## config.mk

```make
export PLATFORM = sky130hd
export DESIGN_NAME = wdt_windowed_watchdog
export DESIGN_NICKNAME = d
export VERILOG_FILES = /design/src/wdt_prescaler.v /design/src/wdt_windowed_watchdog.v
export VERILOG_INCLUDE_DIRS = /design/src
export SDC_FILE = /design/constraint.sdc
export NUM_CORES = 1
export LEC_CHECK = 0
export BUFFER_PORTS_ARGS = -buffer_cell sky130_fd_sc_hd__buf_2
export CORE_AREA = 2 2 115 106
export DETAILED_ROUTE_END_ITERATION = 8
export DIE_AREA = 0 0 117 108
export PLACE_DENSITY = 0.79
export SLEW_MARGIN = 0
export SYNTH_ARGS = -nofsm -noshare
export SYNTH_HDL_FRONTEND = slang
export SYNTH_SLANG_ARGS = --single-unit
```

## constraint.sdc

```tcl
create_clock -name ref_clk -period 3.45 [get_ports ref_clk]
set_input_delay 0 -clock ref_clk [delete_from_list [all_inputs] [get_ports ref_clk]]
set_output_delay 0 -clock ref_clk [all_outputs]
set_load 0.02 [all_outputs]
```

## src/wdt_defines.vh

```
// Purpose: Constants for the windowed watchdog timer block.
// Assumes: APB slave, 32-bit data, word-aligned registers.
// Notes: Included by the watchdog modules; definitions only.
// Summary of operation
// - Counter reaching time-out without valid reload resets the whole chip, or interrupts in interrupt mode.
// - In window mode a reload is valid only between window and time-out.
// - Optional warning interrupt when counter reaches programmed warning point.
// - Once enabled, software cannot disable; only reset or an interrupt-mode fault clears the enable.
// - Bad feed sequence causes chip reset, or interrupt in interrupt mode; the code ignores bad feeds until the first good feed starts the counter.
// - A status flag records that the last reset came from the watchdog.
// - Counter is a 24-bit programmable timer behind an internal prescaler.
// - Time-out from 256x4 up to 2^24x4 clocks in steps of four.
// - Counting clock comes from the internal RC oscillator domain clock.
`ifndef WDT_DEFINES_VH
`define WDT_DEFINES_VH
`define WDT_OFF_MODE     12'h000
`define WDT_OFF_TIMEOUT  12'h004
`define WDT_OFF_FEED     12'h008
`define WDT_OFF_COUNT    12'h00c
`define WDT_OFF_WARN     12'h014
`define WDT_OFF_WINDOW   12'h018
`define WDT_BIT_EN       0
`define WDT_BIT_RESET    1
`define WDT_BIT_TOF      2
`define WDT_BIT_INT      3
`define WDT_BIT_PROT     4
`define WDT_BIT_CAUSE_CLR 5
`define WDT_BIT_WARN_CLR  6
`define WDT_FEED_KEY1    8'haa
`define WDT_FEED_KEY2    8'h55
`define WDT_TC_MIN       24'h0000ff
`define WDT_TC_RESET     24'h0000ff
`define WDT_WARN_RESET   10'h000
`define WDT_WIN_RESET    24'hffffff
`define WDT_PRESCALE     2'h3
`endif

```

## src/wdt_prescaler.v

```verilog
// Purpose: Fixed divide-by-four tick generator for the watchdog counter.
// Assumes: Runs from the watchdog clock derived from the RC oscillator.
// Notes: Tick is a one-cycle pulse every fourth clock.
`timescale 1ns/1ns
`include "wdt_defines.vh"
module wdt_prescaler (
    input  wire ref_clk,
    input  wire rst_b,
    input  wire run,
    output reg  tick
);
    reg [1:0] div;

    // Divider restarts when stopped so the first tick lands four clocks on.
    always @(posedge ref_clk) begin
        if (!rst_b) begin
            div  <= 2'h0;
            tick <= 1'b0;
        end else if (!run) begin
            div  <= 2'h0;
            tick <= 1'b0;
        end else begin
            div  <= div + 2'h1;
            tick <= (div == `WDT_PRESCALE);
        end
    end
endmodule

```

## src/wdt_windowed_watchdog.v

```verilog
// Purpose: Windowed watchdog with warning, feed check and APB registers.
// Assumes: ref_clk is the watchdog clock from the internal RC oscillator.
// Notes: Register layout: mode, timeout, feed, count, warn, window.
//
// Added by the designer: the register offsets and the APB slave port.
`timescale 1ns/1ns
`include "wdt_defines.vh"
module wdt_windowed_watchdog (
    input  wire        ref_clk,
    input  wire        rst_b,
    input  wire        wdt_reset_cause,
    input  wire        psel,
    input  wire        penable,
    input  wire        pwrite,
    input  wire [11:0] paddr,
    input  wire [31:0] pwdata,
    output wire        pready,
    output wire        pslverr,
    output reg  [31:0] prdata,
    output reg         chip_reset_req,
    output wire        wdt_irq
);
    reg  [4:0]  mode;
    reg  [23:0] timeout;
    reg  [23:0] count;
    reg  [9:0]  warn;
    reg  [23:0] window;
    reg         feed_half;
    reg         warn_flag;
    reg         running;
    wire        tick;
    wire        wr;
    wire        rd;
    wire        feed_wr;
    wire        feed1;
    wire        feed2;
    wire        feed_bad;
    wire        early;
    wire        expire;
    wire        fault;
    wire        hit_warn;
    wire        mode_wr;
    wire        bad_key;

    // The window test is shared by the feed check and the protect lock,
    // so both always agree on whether a reload would come too early.
    function too_early;
        input [23:0] cnt;
        input [23:0] win;
        begin
            too_early = (cnt > win);
        end
    endfunction

    // Enable, reset select and protect are set-only: software may raise
    // them but never lower them, which is what makes the enable stick.
    function set_only;
        input old_bit;
        input new_bit;
        begin
            set_only = old_bit | new_bit;
        end
    endfunction

    // Zero-wait slave: every access completes in its first access cycle.
    assign pready  = 1'b1;
    assign pslverr = 1'b0;
    assign wr      = psel & penable & pwrite;
    assign rd      = psel & ~penable & ~pwrite;
    assign feed_wr = wr & (paddr == `WDT_OFF_FEED);
    assign feed1   = feed_wr & (pwdata[7:0] == `WDT_FEED_KEY1);
    assign feed2   = feed_wr & feed_half & (pwdata[7:0] == `WDT_FEED_KEY2);
    assign mode_wr = wr & (paddr == `WDT_OFF_MODE);
    // A feed write that does not open a sequence is a stray key.
    assign bad_key = feed_wr & ~feed_half & ~feed1;
    // Any other register write between the two keys also breaks the feed,
    // and so does a second key that arrives without the first.
    assign feed_bad = running & ((feed_half & wr & ~feed2) | bad_key);
    // Feeding before the window opens counts as a fault.
    assign early   = feed2 & running & too_early(count, window);
    assign expire  = running & tick & (count == 24'h000000);
    assign fault   = expire | feed_bad | early;
    assign hit_warn = running & tick & (count == {14'h0000, warn});
    // The warning only matters while the watchdog is enabled; the fault flag is
    // an interrupt only in interrupt mode, where the fault has already
    // cleared the enable, so it must not be gated by the enable as well.
    assign wdt_irq = (warn_flag & mode[`WDT_BIT_EN]) |
                     (mode[`WDT_BIT_INT] & ~mode[`WDT_BIT_RESET]);

    // The count runs straight from the RC oscillator clock, so a stalled
    // or switched system clock cannot starve the watchdog. The fixed
    // divide-by-four keeps the 24-bit count spanning the full period.
    wdt_prescaler u_pre (
        .ref_clk (ref_clk),
        .rst_b   (rst_b),
        .run     (running),
        .tick    (tick)
    );

    // Mode register; reset select sticks until a reset, enable until a reset or an interrupt-mode fault.
    always @(posedge ref_clk) begin
        if (!rst_b) begin
            mode <= 5'h00;
        end else begin
            if (mode_wr) begin
                mode[`WDT_BIT_EN]    <= set_only(mode[`WDT_BIT_EN],
                                                 pwdata[`WDT_BIT_EN]);
                mode[`WDT_BIT_RESET] <= set_only(mode[`WDT_BIT_RESET],
                                                 pwdata[`WDT_BIT_RESET]);
                mode[`WDT_BIT_PROT]  <= set_only(mode[`WDT_BIT_PROT],
                                                 pwdata[`WDT_BIT_PROT]);
                // Writing a one clears the fault flags; a new fault wins.
                if (pwdata[`WDT_BIT_TOF])
                    mode[`WDT_BIT_TOF] <= 1'b0;
                if (pwdata[`WDT_BIT_INT])
                    mode[`WDT_BIT_INT] <= 1'b0;
            end
            if (fault) begin
                mode[`WDT_BIT_TOF] <= 1'b1;
                mode[`WDT_BIT_INT] <= 1'b1;
            end
            // In interrupt mode a fault ends the watchdog run.
            if (fault && !mode[`WDT_BIT_RESET])
                mode[`WDT_BIT_EN] <= 1'b0;
        end
    end

    // Reset cause flag: set by wdt_reset_cause seen after reset is released.
    reg cause_flag;
    always @(posedge ref_clk) begin
        if (!rst_b) begin
            cause_flag <= 1'b0;
        end else if (wdt_reset_cause) begin
            cause_flag <= 1'b1;
        end else if (mode_wr && pwdata[`WDT_BIT_CAUSE_CLR]) begin
            cause_flag <= 1'b0;
        end
    end

    // Programmable values; the protect bit freezes timeout while running until the window opens.
    always @(posedge ref_clk) begin
        if (!rst_b) begin
            timeout <= `WDT_TC_RESET;
            warn    <= `WDT_WARN_RESET;
            window  <= `WDT_WIN_RESET;
        end else if (wr) begin
            if (paddr == `WDT_OFF_TIMEOUT &&
                !(mode[`WDT_BIT_PROT] && running && too_early(count, window)))
                // Values below the floor are raised to keep 256 ticks.
                timeout <= (pwdata[23:0] < `WDT_TC_MIN) ? `WDT_TC_MIN
                                                       : pwdata[23:0];
            if (paddr == `WDT_OFF_WARN)
                warn <= pwdata[9:0];
            if (paddr == `WDT_OFF_WINDOW)
                window <= pwdata[23:0];
        end
    end

    // Feed sequence tracker and running state.
    always @(posedge ref_clk) begin
        if (!rst_b) begin
            feed_half <= 1'b0;
            running   <= 1'b0;
        end else begin
            if (feed1)
                feed_half <= 1'b1;
            else if (wr)
                feed_half <= 1'b0;
            // An interrupt-mode fault stops the count until enable and feed.
            // The first good feed after enable starts the counter.
            if (fault && !mode[`WDT_BIT_RESET])
                running <= 1'b0;
            else if (feed2 && mode[`WDT_BIT_EN])
                running <= 1'b1;
        end
    end

    // Counter: reload on valid feed, else count down per prescaled tick.
    // An early reload is refused here; the fault path deals with it instead.
    always @(posedge ref_clk) begin
        if (!rst_b) begin
            count <= `WDT_TC_RESET;
        end else if (feed2 && !early) begin
            count <= timeout;
        end else if (running && tick && count != 24'h000000) begin
            count <= count - 24'h000001;
        end
    end

    // Warning flag, sticky until written with a one; set beats clear.
    always @(posedge ref_clk) begin
        if (!rst_b) begin
            warn_flag <= 1'b0;
        end else if (hit_warn) begin
            warn_flag <= 1'b1;
        end else if (mode_wr && pwdata[`WDT_BIT_WARN_CLR]) begin
            warn_flag <= 1'b0;
        end
    end

    // Chip reset request; held until the system reset takes effect.
    // Dropping it early could let a half-reset chip run on unfed.
    always @(posedge ref_clk) begin
        if (!rst_b)
            chip_reset_req <= 1'b0;
        else if (fault && mode[`WDT_BIT_RESET])
            chip_reset_req <= 1'b1;
    end

    // Read data registered in the setup cycle, valid in the access cycle.
    // Bit five reads as zero; writing it clears the cause flag.
    always @(posedge ref_clk) begin
        if (!rst_b) begin
            prdata <= 32'h00000000;
        end else if (rd) begin
            case (paddr)
                `WDT_OFF_MODE:
                    prdata <= {24'h000000, warn_flag, cause_flag, 1'b0,
                               mode};
                `WDT_OFF_TIMEOUT: prdata <= {8'h00, timeout};
                `WDT_OFF_COUNT:   prdata <= {8'h00, count};
                `WDT_OFF_WARN:    prdata <= {22'h000000, warn};
                `WDT_OFF_WINDOW:  prdata <= {8'h00, window};
                default:          prdata <= 32'h00000000;
            endcase
        end
    end
endmodule

```

==> Flow_metrics.wiki <==
{| class="wikitable"
! Metric !! Value
|-
| Die Span X || 117 µm
|-
| Area fraction in compound gates after synthesis || around 17%
|-
| Critical R2R Capture || timeout[5]
|-
| R2R depth || 7
|-
| Launching element type of the critical path || flip-flop
|-
| Worst Setup End Kind || flip-flop
|-
| Arrival time of data at the critical path endpoint || approximately 3.4 ns
|-
| Setup slack of the worst register-to-register path || between 0.3 and 0.4 ns
|-
| Area of the die || about 13000 µm²
|-
| First drt pass iteration count || 9
|-
| Number of CTS-inserted buffers || 17
|-
| Worst slew margin relative to its limit || a little over two fifths
|-
| Cell area after technology mapping || around 6500 µm²
|-
| Slew Viols, Final || 0
|-
| Beginning of the worst register-to-register path || window[23]
|-
| Number of enable-type register cells in the synthesized netlist || 0
|-
| Syn avg cell area || ~8.5 µm²
|-
| Number of global-route vias before repair || around 6000
|-
| Core box area || about 11000 µm²
|-
| Initial core utilization || 57.5%
|-
| Post-synthesis simple-gate area fraction || a little under a quarter
|-
| Transition time of the tightest slew-check pin || roughly 0.85 ns
|-
| Clock slew seen by the registers of the worst setup and hold paths || 0.06 ns
|-
| Post-CTS Setup Repair Bufs || 0
|-
| Leak pwr || approximately 3.2 nW
|-
| Time the worst path needs with I/O delays and setup || 3.08 ns
|-
| Die Span Y || roughly 110 µm
|-
| Post-CTS Hold Buffers || 26
|-
| Req. time, crit path || approximately 3.8 ns
|-
| Critical path peak fanout || 8
|-
| Setup Crit Path Kind || reg -> reg
|-
| Synthesized-area fraction occupied by xor and xnor cells || around 3%
|-
| Cell depth of the worst hold path || 2
|-
| Largest stage delay on the critical path || between 0.6 and 0.7 ns
|-
| Layout overhead on the synthesized area || 19.9%
|-
| Number of cells on the critical path || 7
|-
| Synthesized-area fraction occupied by adder cells || 4.99%
|-
| Kind of cell with the highest combined delay on the critical path || compound AO/OA/AOI/OAI gates
|-
| Final setup vio count || 0
|-
| Number of hold-slack violations in the final timing report || 0
|-
| N_diodes || 0
|-
| Average wire length per cell after detail routing || 19.1 µm
|-
| Sum of routed wire length over all layers || about 19000 µm
|-
| # clock sinks || roughly 120
|-
| Detailed-placement wirelength estimate || ~13000 µm
|-
| Clock tree root driver cell || sky130_fd_sc_hd__clkbuf_16
|-
| GP Congestion || 0.882
|-
| Number of inserted filler cells in the final layout || a little under 900
|-
| Origin of the worst setup path || window[23]
|-
| CP bufs+invs || 1
|-
| Floorplan row count || 37
|-
| Portion of netlist area occupied by mux cells || between 10 and 15%
|-
| Maximum clock rate || 325 MHz
|-
| Clock tree from TritonCTS || done
|-
| Count of unique library cells instantiated by Yosys || around 60
|-
| Fraction of final layout cells with drive strength greater than 1 || between 10% and 20%
|-
| Number of nets with antenna violations after detailed routing || 0
|-
| Maximum number of pins on one net before global-route repair || 81
|-
| Gate count after technology mapping || between 700 and 800
|-
| Layout net count || 917
|-
| Yosys warnings || 0
|-
| Critical path destination || timeout[5]
|-
| Total power density per cell area || roughly 450 nW/µm²
|-
| Number of cells upsized or downsized after cts || 0
|-
| Clk Latency, worst-skew pair || 0.42 ns
|-
| Setup slack at placement || 0.487 ns
|-
| Sequence of cells on the critical path || inv_1 > ha_1 > nand4_1 > or4_1 > o31a_1 > a31oi_2 > mux2_2
|-
| Max-Cap Viols || 0
|-
| Peak supply drop || 310 µV
|-
| Number of register bits inferred by synthesis || ~120
|-
| Bufs on Longest Clock Path || 2
|-
| Main combinational cell family by area after synthesis || simple AND/OR/NAND/NOR gates
|-
| Deepest level of the CTS H-tree || 4
|-
| RSZ-0062 raised after global routing || false
|-
| GRT Overall Usage || roughly 31%
|-
| Share of the cycle needed by the critical path after routing || about nine tenths
|-
| Critical-path top delay cell || sky130_fd_sc_hd__a31oi_2
|-
| First-pass GRT wire length || around 30000 µm
|-
| Worst path setup slack after routing || approximately 0.37 ns
|-
| Result of the run || complete, no violations
|-
| DR vias/cell || ~6.3
|-
| Share of synthesized area occupied by flip-flops and latches || 36.5%
|-
| Worst Clk Skew || between 0.01 and 0.015 ns
|-
| Class of the worst hold path || in -> reg
|-
| Share of flip-flops with an asynchronous set or reset after synthesis || 0%
|-
| Aggregate global routing overflow || 0
|-
| Commonest register cell after synthesis || sky130_fd_sc_hd__dfxtp_1
|-
| Total of buffers placed on input and output ports || between 60 and 70
|-
| DRC violation count after routing || 0
|-
| Total power after layout || 3.51 mW
|-
| Initial antenna violation count || 0
|-
| Via total after detailed routing || between 6000 and 7000
|-
| Top-level I/O count || 86
|-
| DRT iter0 DRCs || approximately 1100
|-
| Post-Route Setup TNS || 0 ns
|}
[synthesized netlist by cell type, types with 3 or more instances]
| library cell | number | area, µm² |
|---|---|---|
| sky130_fd_sc_hd__mux2i_1 | 61 | 611 |
| sky130_fd_sc_hd__a21oi_1 | 43 | 215 |
| sky130_fd_sc_hd__xor2_1 | 5 | 43.8 |
| sky130_fd_sc_hd__a22oi_1 | 3 | 22.5 |
| sky130_fd_sc_hd__dfxtp_1 | 119 | 2380 |
| sky130_fd_sc_hd__a222oi_1 | 14 | 140 |
| sky130_fd_sc_hd__nand4_1 | 16 | 100 |
| sky130_fd_sc_hd__or4_1 | 8 | 60.1 |
| sky130_fd_sc_hd__a22o_1 | 3 | 26.3 |
| sky130_fd_sc_hd__clkbuf_1 | 36 | 135 |
| sky130_fd_sc_hd__o21ai_0 | 40 | 200 |
| sky130_fd_sc_hd__nor2_1 | 35 | 131 |
| sky130_fd_sc_hd__buf_2 | 4 | 20.0 |
| sky130_fd_sc_hd__o211ai_1 | 30 | 225 |
| sky130_fd_sc_hd__ha_1 | 26 | 325 |
| sky130_fd_sc_hd__inv_1 | 27 | 101 |
| sky130_fd_sc_hd__a221oi_1 | 4 | 35.0 |
| sky130_fd_sc_hd__nor3_1 | 6 | 30.0 |
| sky130_fd_sc_hd__mux2_2 | 4 | 45.0 |
| sky130_fd_sc_hd__buf_1 | 3 | 11.3 |
| sky130_fd_sc_hd__and2_1 | 21 | 131 |
| sky130_fd_sc_hd__or2_2 | 6 | 37.5 |
| sky130_fd_sc_hd__o21ai_2 | 3 | 26.3 |
| sky130_fd_sc_hd__nand2b_1 | 4 | 25.0 |
| sky130_fd_sc_hd__nor4_1 | 17 | 106 |
| sky130_fd_sc_hd__nor2b_1 | 28 | 175 |
| sky130_fd_sc_hd__nand2_1 | 99 | 372 |
| sky130_fd_sc_hd__nand3_1 | 15 | 75.1 |
| sky130_fd_sc_hd__buf_4 | 12 | 90.1 |
| sky130_fd_sc_hd__or3_1 | 5 | 31.3 |
| sky130_fd_sc_hd__xnor2_1 | 18 | 158 |
| sky130_fd_sc_hd__and3_1 | 9 | 56.3 |
| sky130_fd_sc_hd__o31a_1 | 7 | 61.3 |
[flip-flops by register name, indices dropped and copies added, names as in the netlist, 2 cells and up]
signal,cells
count,24
mode,5
prdata,24
timeout,24
u_pre.div,2
warn,10
window,24
[where the power goes]
part           internal, mW  total (mW)  leakage [nW]  switching (mW)
Sequential             1.38        1.38         0.961         0.00264
Clock                  1.28        1.96         0.310           0.679
Combinational        0.0638       0.168          1.91           0.104
Total                  2.73        3.51          3.18           0.786
[stage by stage]
step,cell area [µm²],utilization (%),hold slack (ns),std cells
4_1_cts,7820,68.9,0.0570,1009
6_report,7820,68.9,0.0635,1009
2_1_floorplan,6550,-,0.138,774
5_1_grt,7820,68.9,0.0891,1009
3_5_place_dp,6910,60.9,0.258,952
3_3_place_gp,6910,60.9,0.227,952
[worst min-delay path by stage]
stage                      end            start  slack (ns)
finish              window[19]            rst_b        0.06
global placement    cause_flag  wdt_reset_cause        0.23
global route        window[20]            rst_b        0.09
floorplan           window[11]       pwdata[11]        0.14
CTS                 window[19]            rst_b        0.06
detailed placement  cause_flag  wdt_reset_cause        0.26
[worst register-to-register path, stage by stage, from the launching register on]
cell                      delay, ns
sky130_fd_sc_hd__dfxtp_1       0.34
sky130_fd_sc_hd__inv_1         0.07
sky130_fd_sc_hd__ha_1          0.32
sky130_fd_sc_hd__nand4_1       0.20
sky130_fd_sc_hd__or4_1         0.61
sky130_fd_sc_hd__o31a_1        0.36
sky130_fd_sc_hd__a31oi_2       0.67
sky130_fd_sc_hd__mux2_2        0.41
[cells in the final DEF, fill, tap and decap left out, types with 10 or more instances in the layout]
cell,synthesis,layout
sky130_fd_sc_hd__ha_1,26,26
sky130_fd_sc_hd__nor4_1,17,17
sky130_fd_sc_hd__dfxtp_1,119,119
sky130_fd_sc_hd__nor2b_1,28,28
sky130_fd_sc_hd__mux2i_1,61,61
sky130_fd_sc_hd__xnor2_1,18,18
sky130_fd_sc_hd__o211ai_1,30,30
sky130_fd_sc_hd__inv_1,27,27
sky130_fd_sc_hd__a222oi_1,14,14
sky130_fd_sc_hd__o21ai_0,40,40
sky130_fd_sc_hd__nand3_1,15,15
sky130_fd_sc_hd__buf_4,12,11
sky130_fd_sc_hd__conb_1,2,10
sky130_fd_sc_hd__a21oi_1,43,43
sky130_fd_sc_hd__dlygate4sd3_1,0,26
sky130_fd_sc_hd__clkbuf_16,0,17
sky130_fd_sc_hd__nand4_1,16,16
sky130_fd_sc_hd__nand2_1,99,99
sky130_fd_sc_hd__nor2_1,35,35
sky130_fd_sc_hd__and2_1,21,21
sky130_fd_sc_hd__buf_2,4,66
[logic make-up after synthesis]
logic type,count (synthesis)
AND/OR/NAND/NOR,286
buffers and inverters,83
flip-flops,119
adder cells (fa/ha/maj),26
multiplexers,65
other,2
AO/OA/AOI/OAI,162
XOR/XNOR,23
[routing by layer]
metal	vias up	wire length, µm	track usage (%)
met5	-	0	0
met4	0	484	11.5
met3	66	2300	8.86
met2	418	8440	46.9
met1	2967	8050	42.5
li1	2900	-	-
[area by class of cell]
class                      count  area, µm²  share of cell area [%]
inverter                      27        101                    1.30
multi-input combinational    572       3800                    48.6
tap                          156        195                    2.50
clock inverter                14        223                    2.85
sequential                   119       2380                    30.5
clock buffer                  17        425                    5.44
timing repair buffer         104        693                    8.87
(Power assumes the default switching activity.)
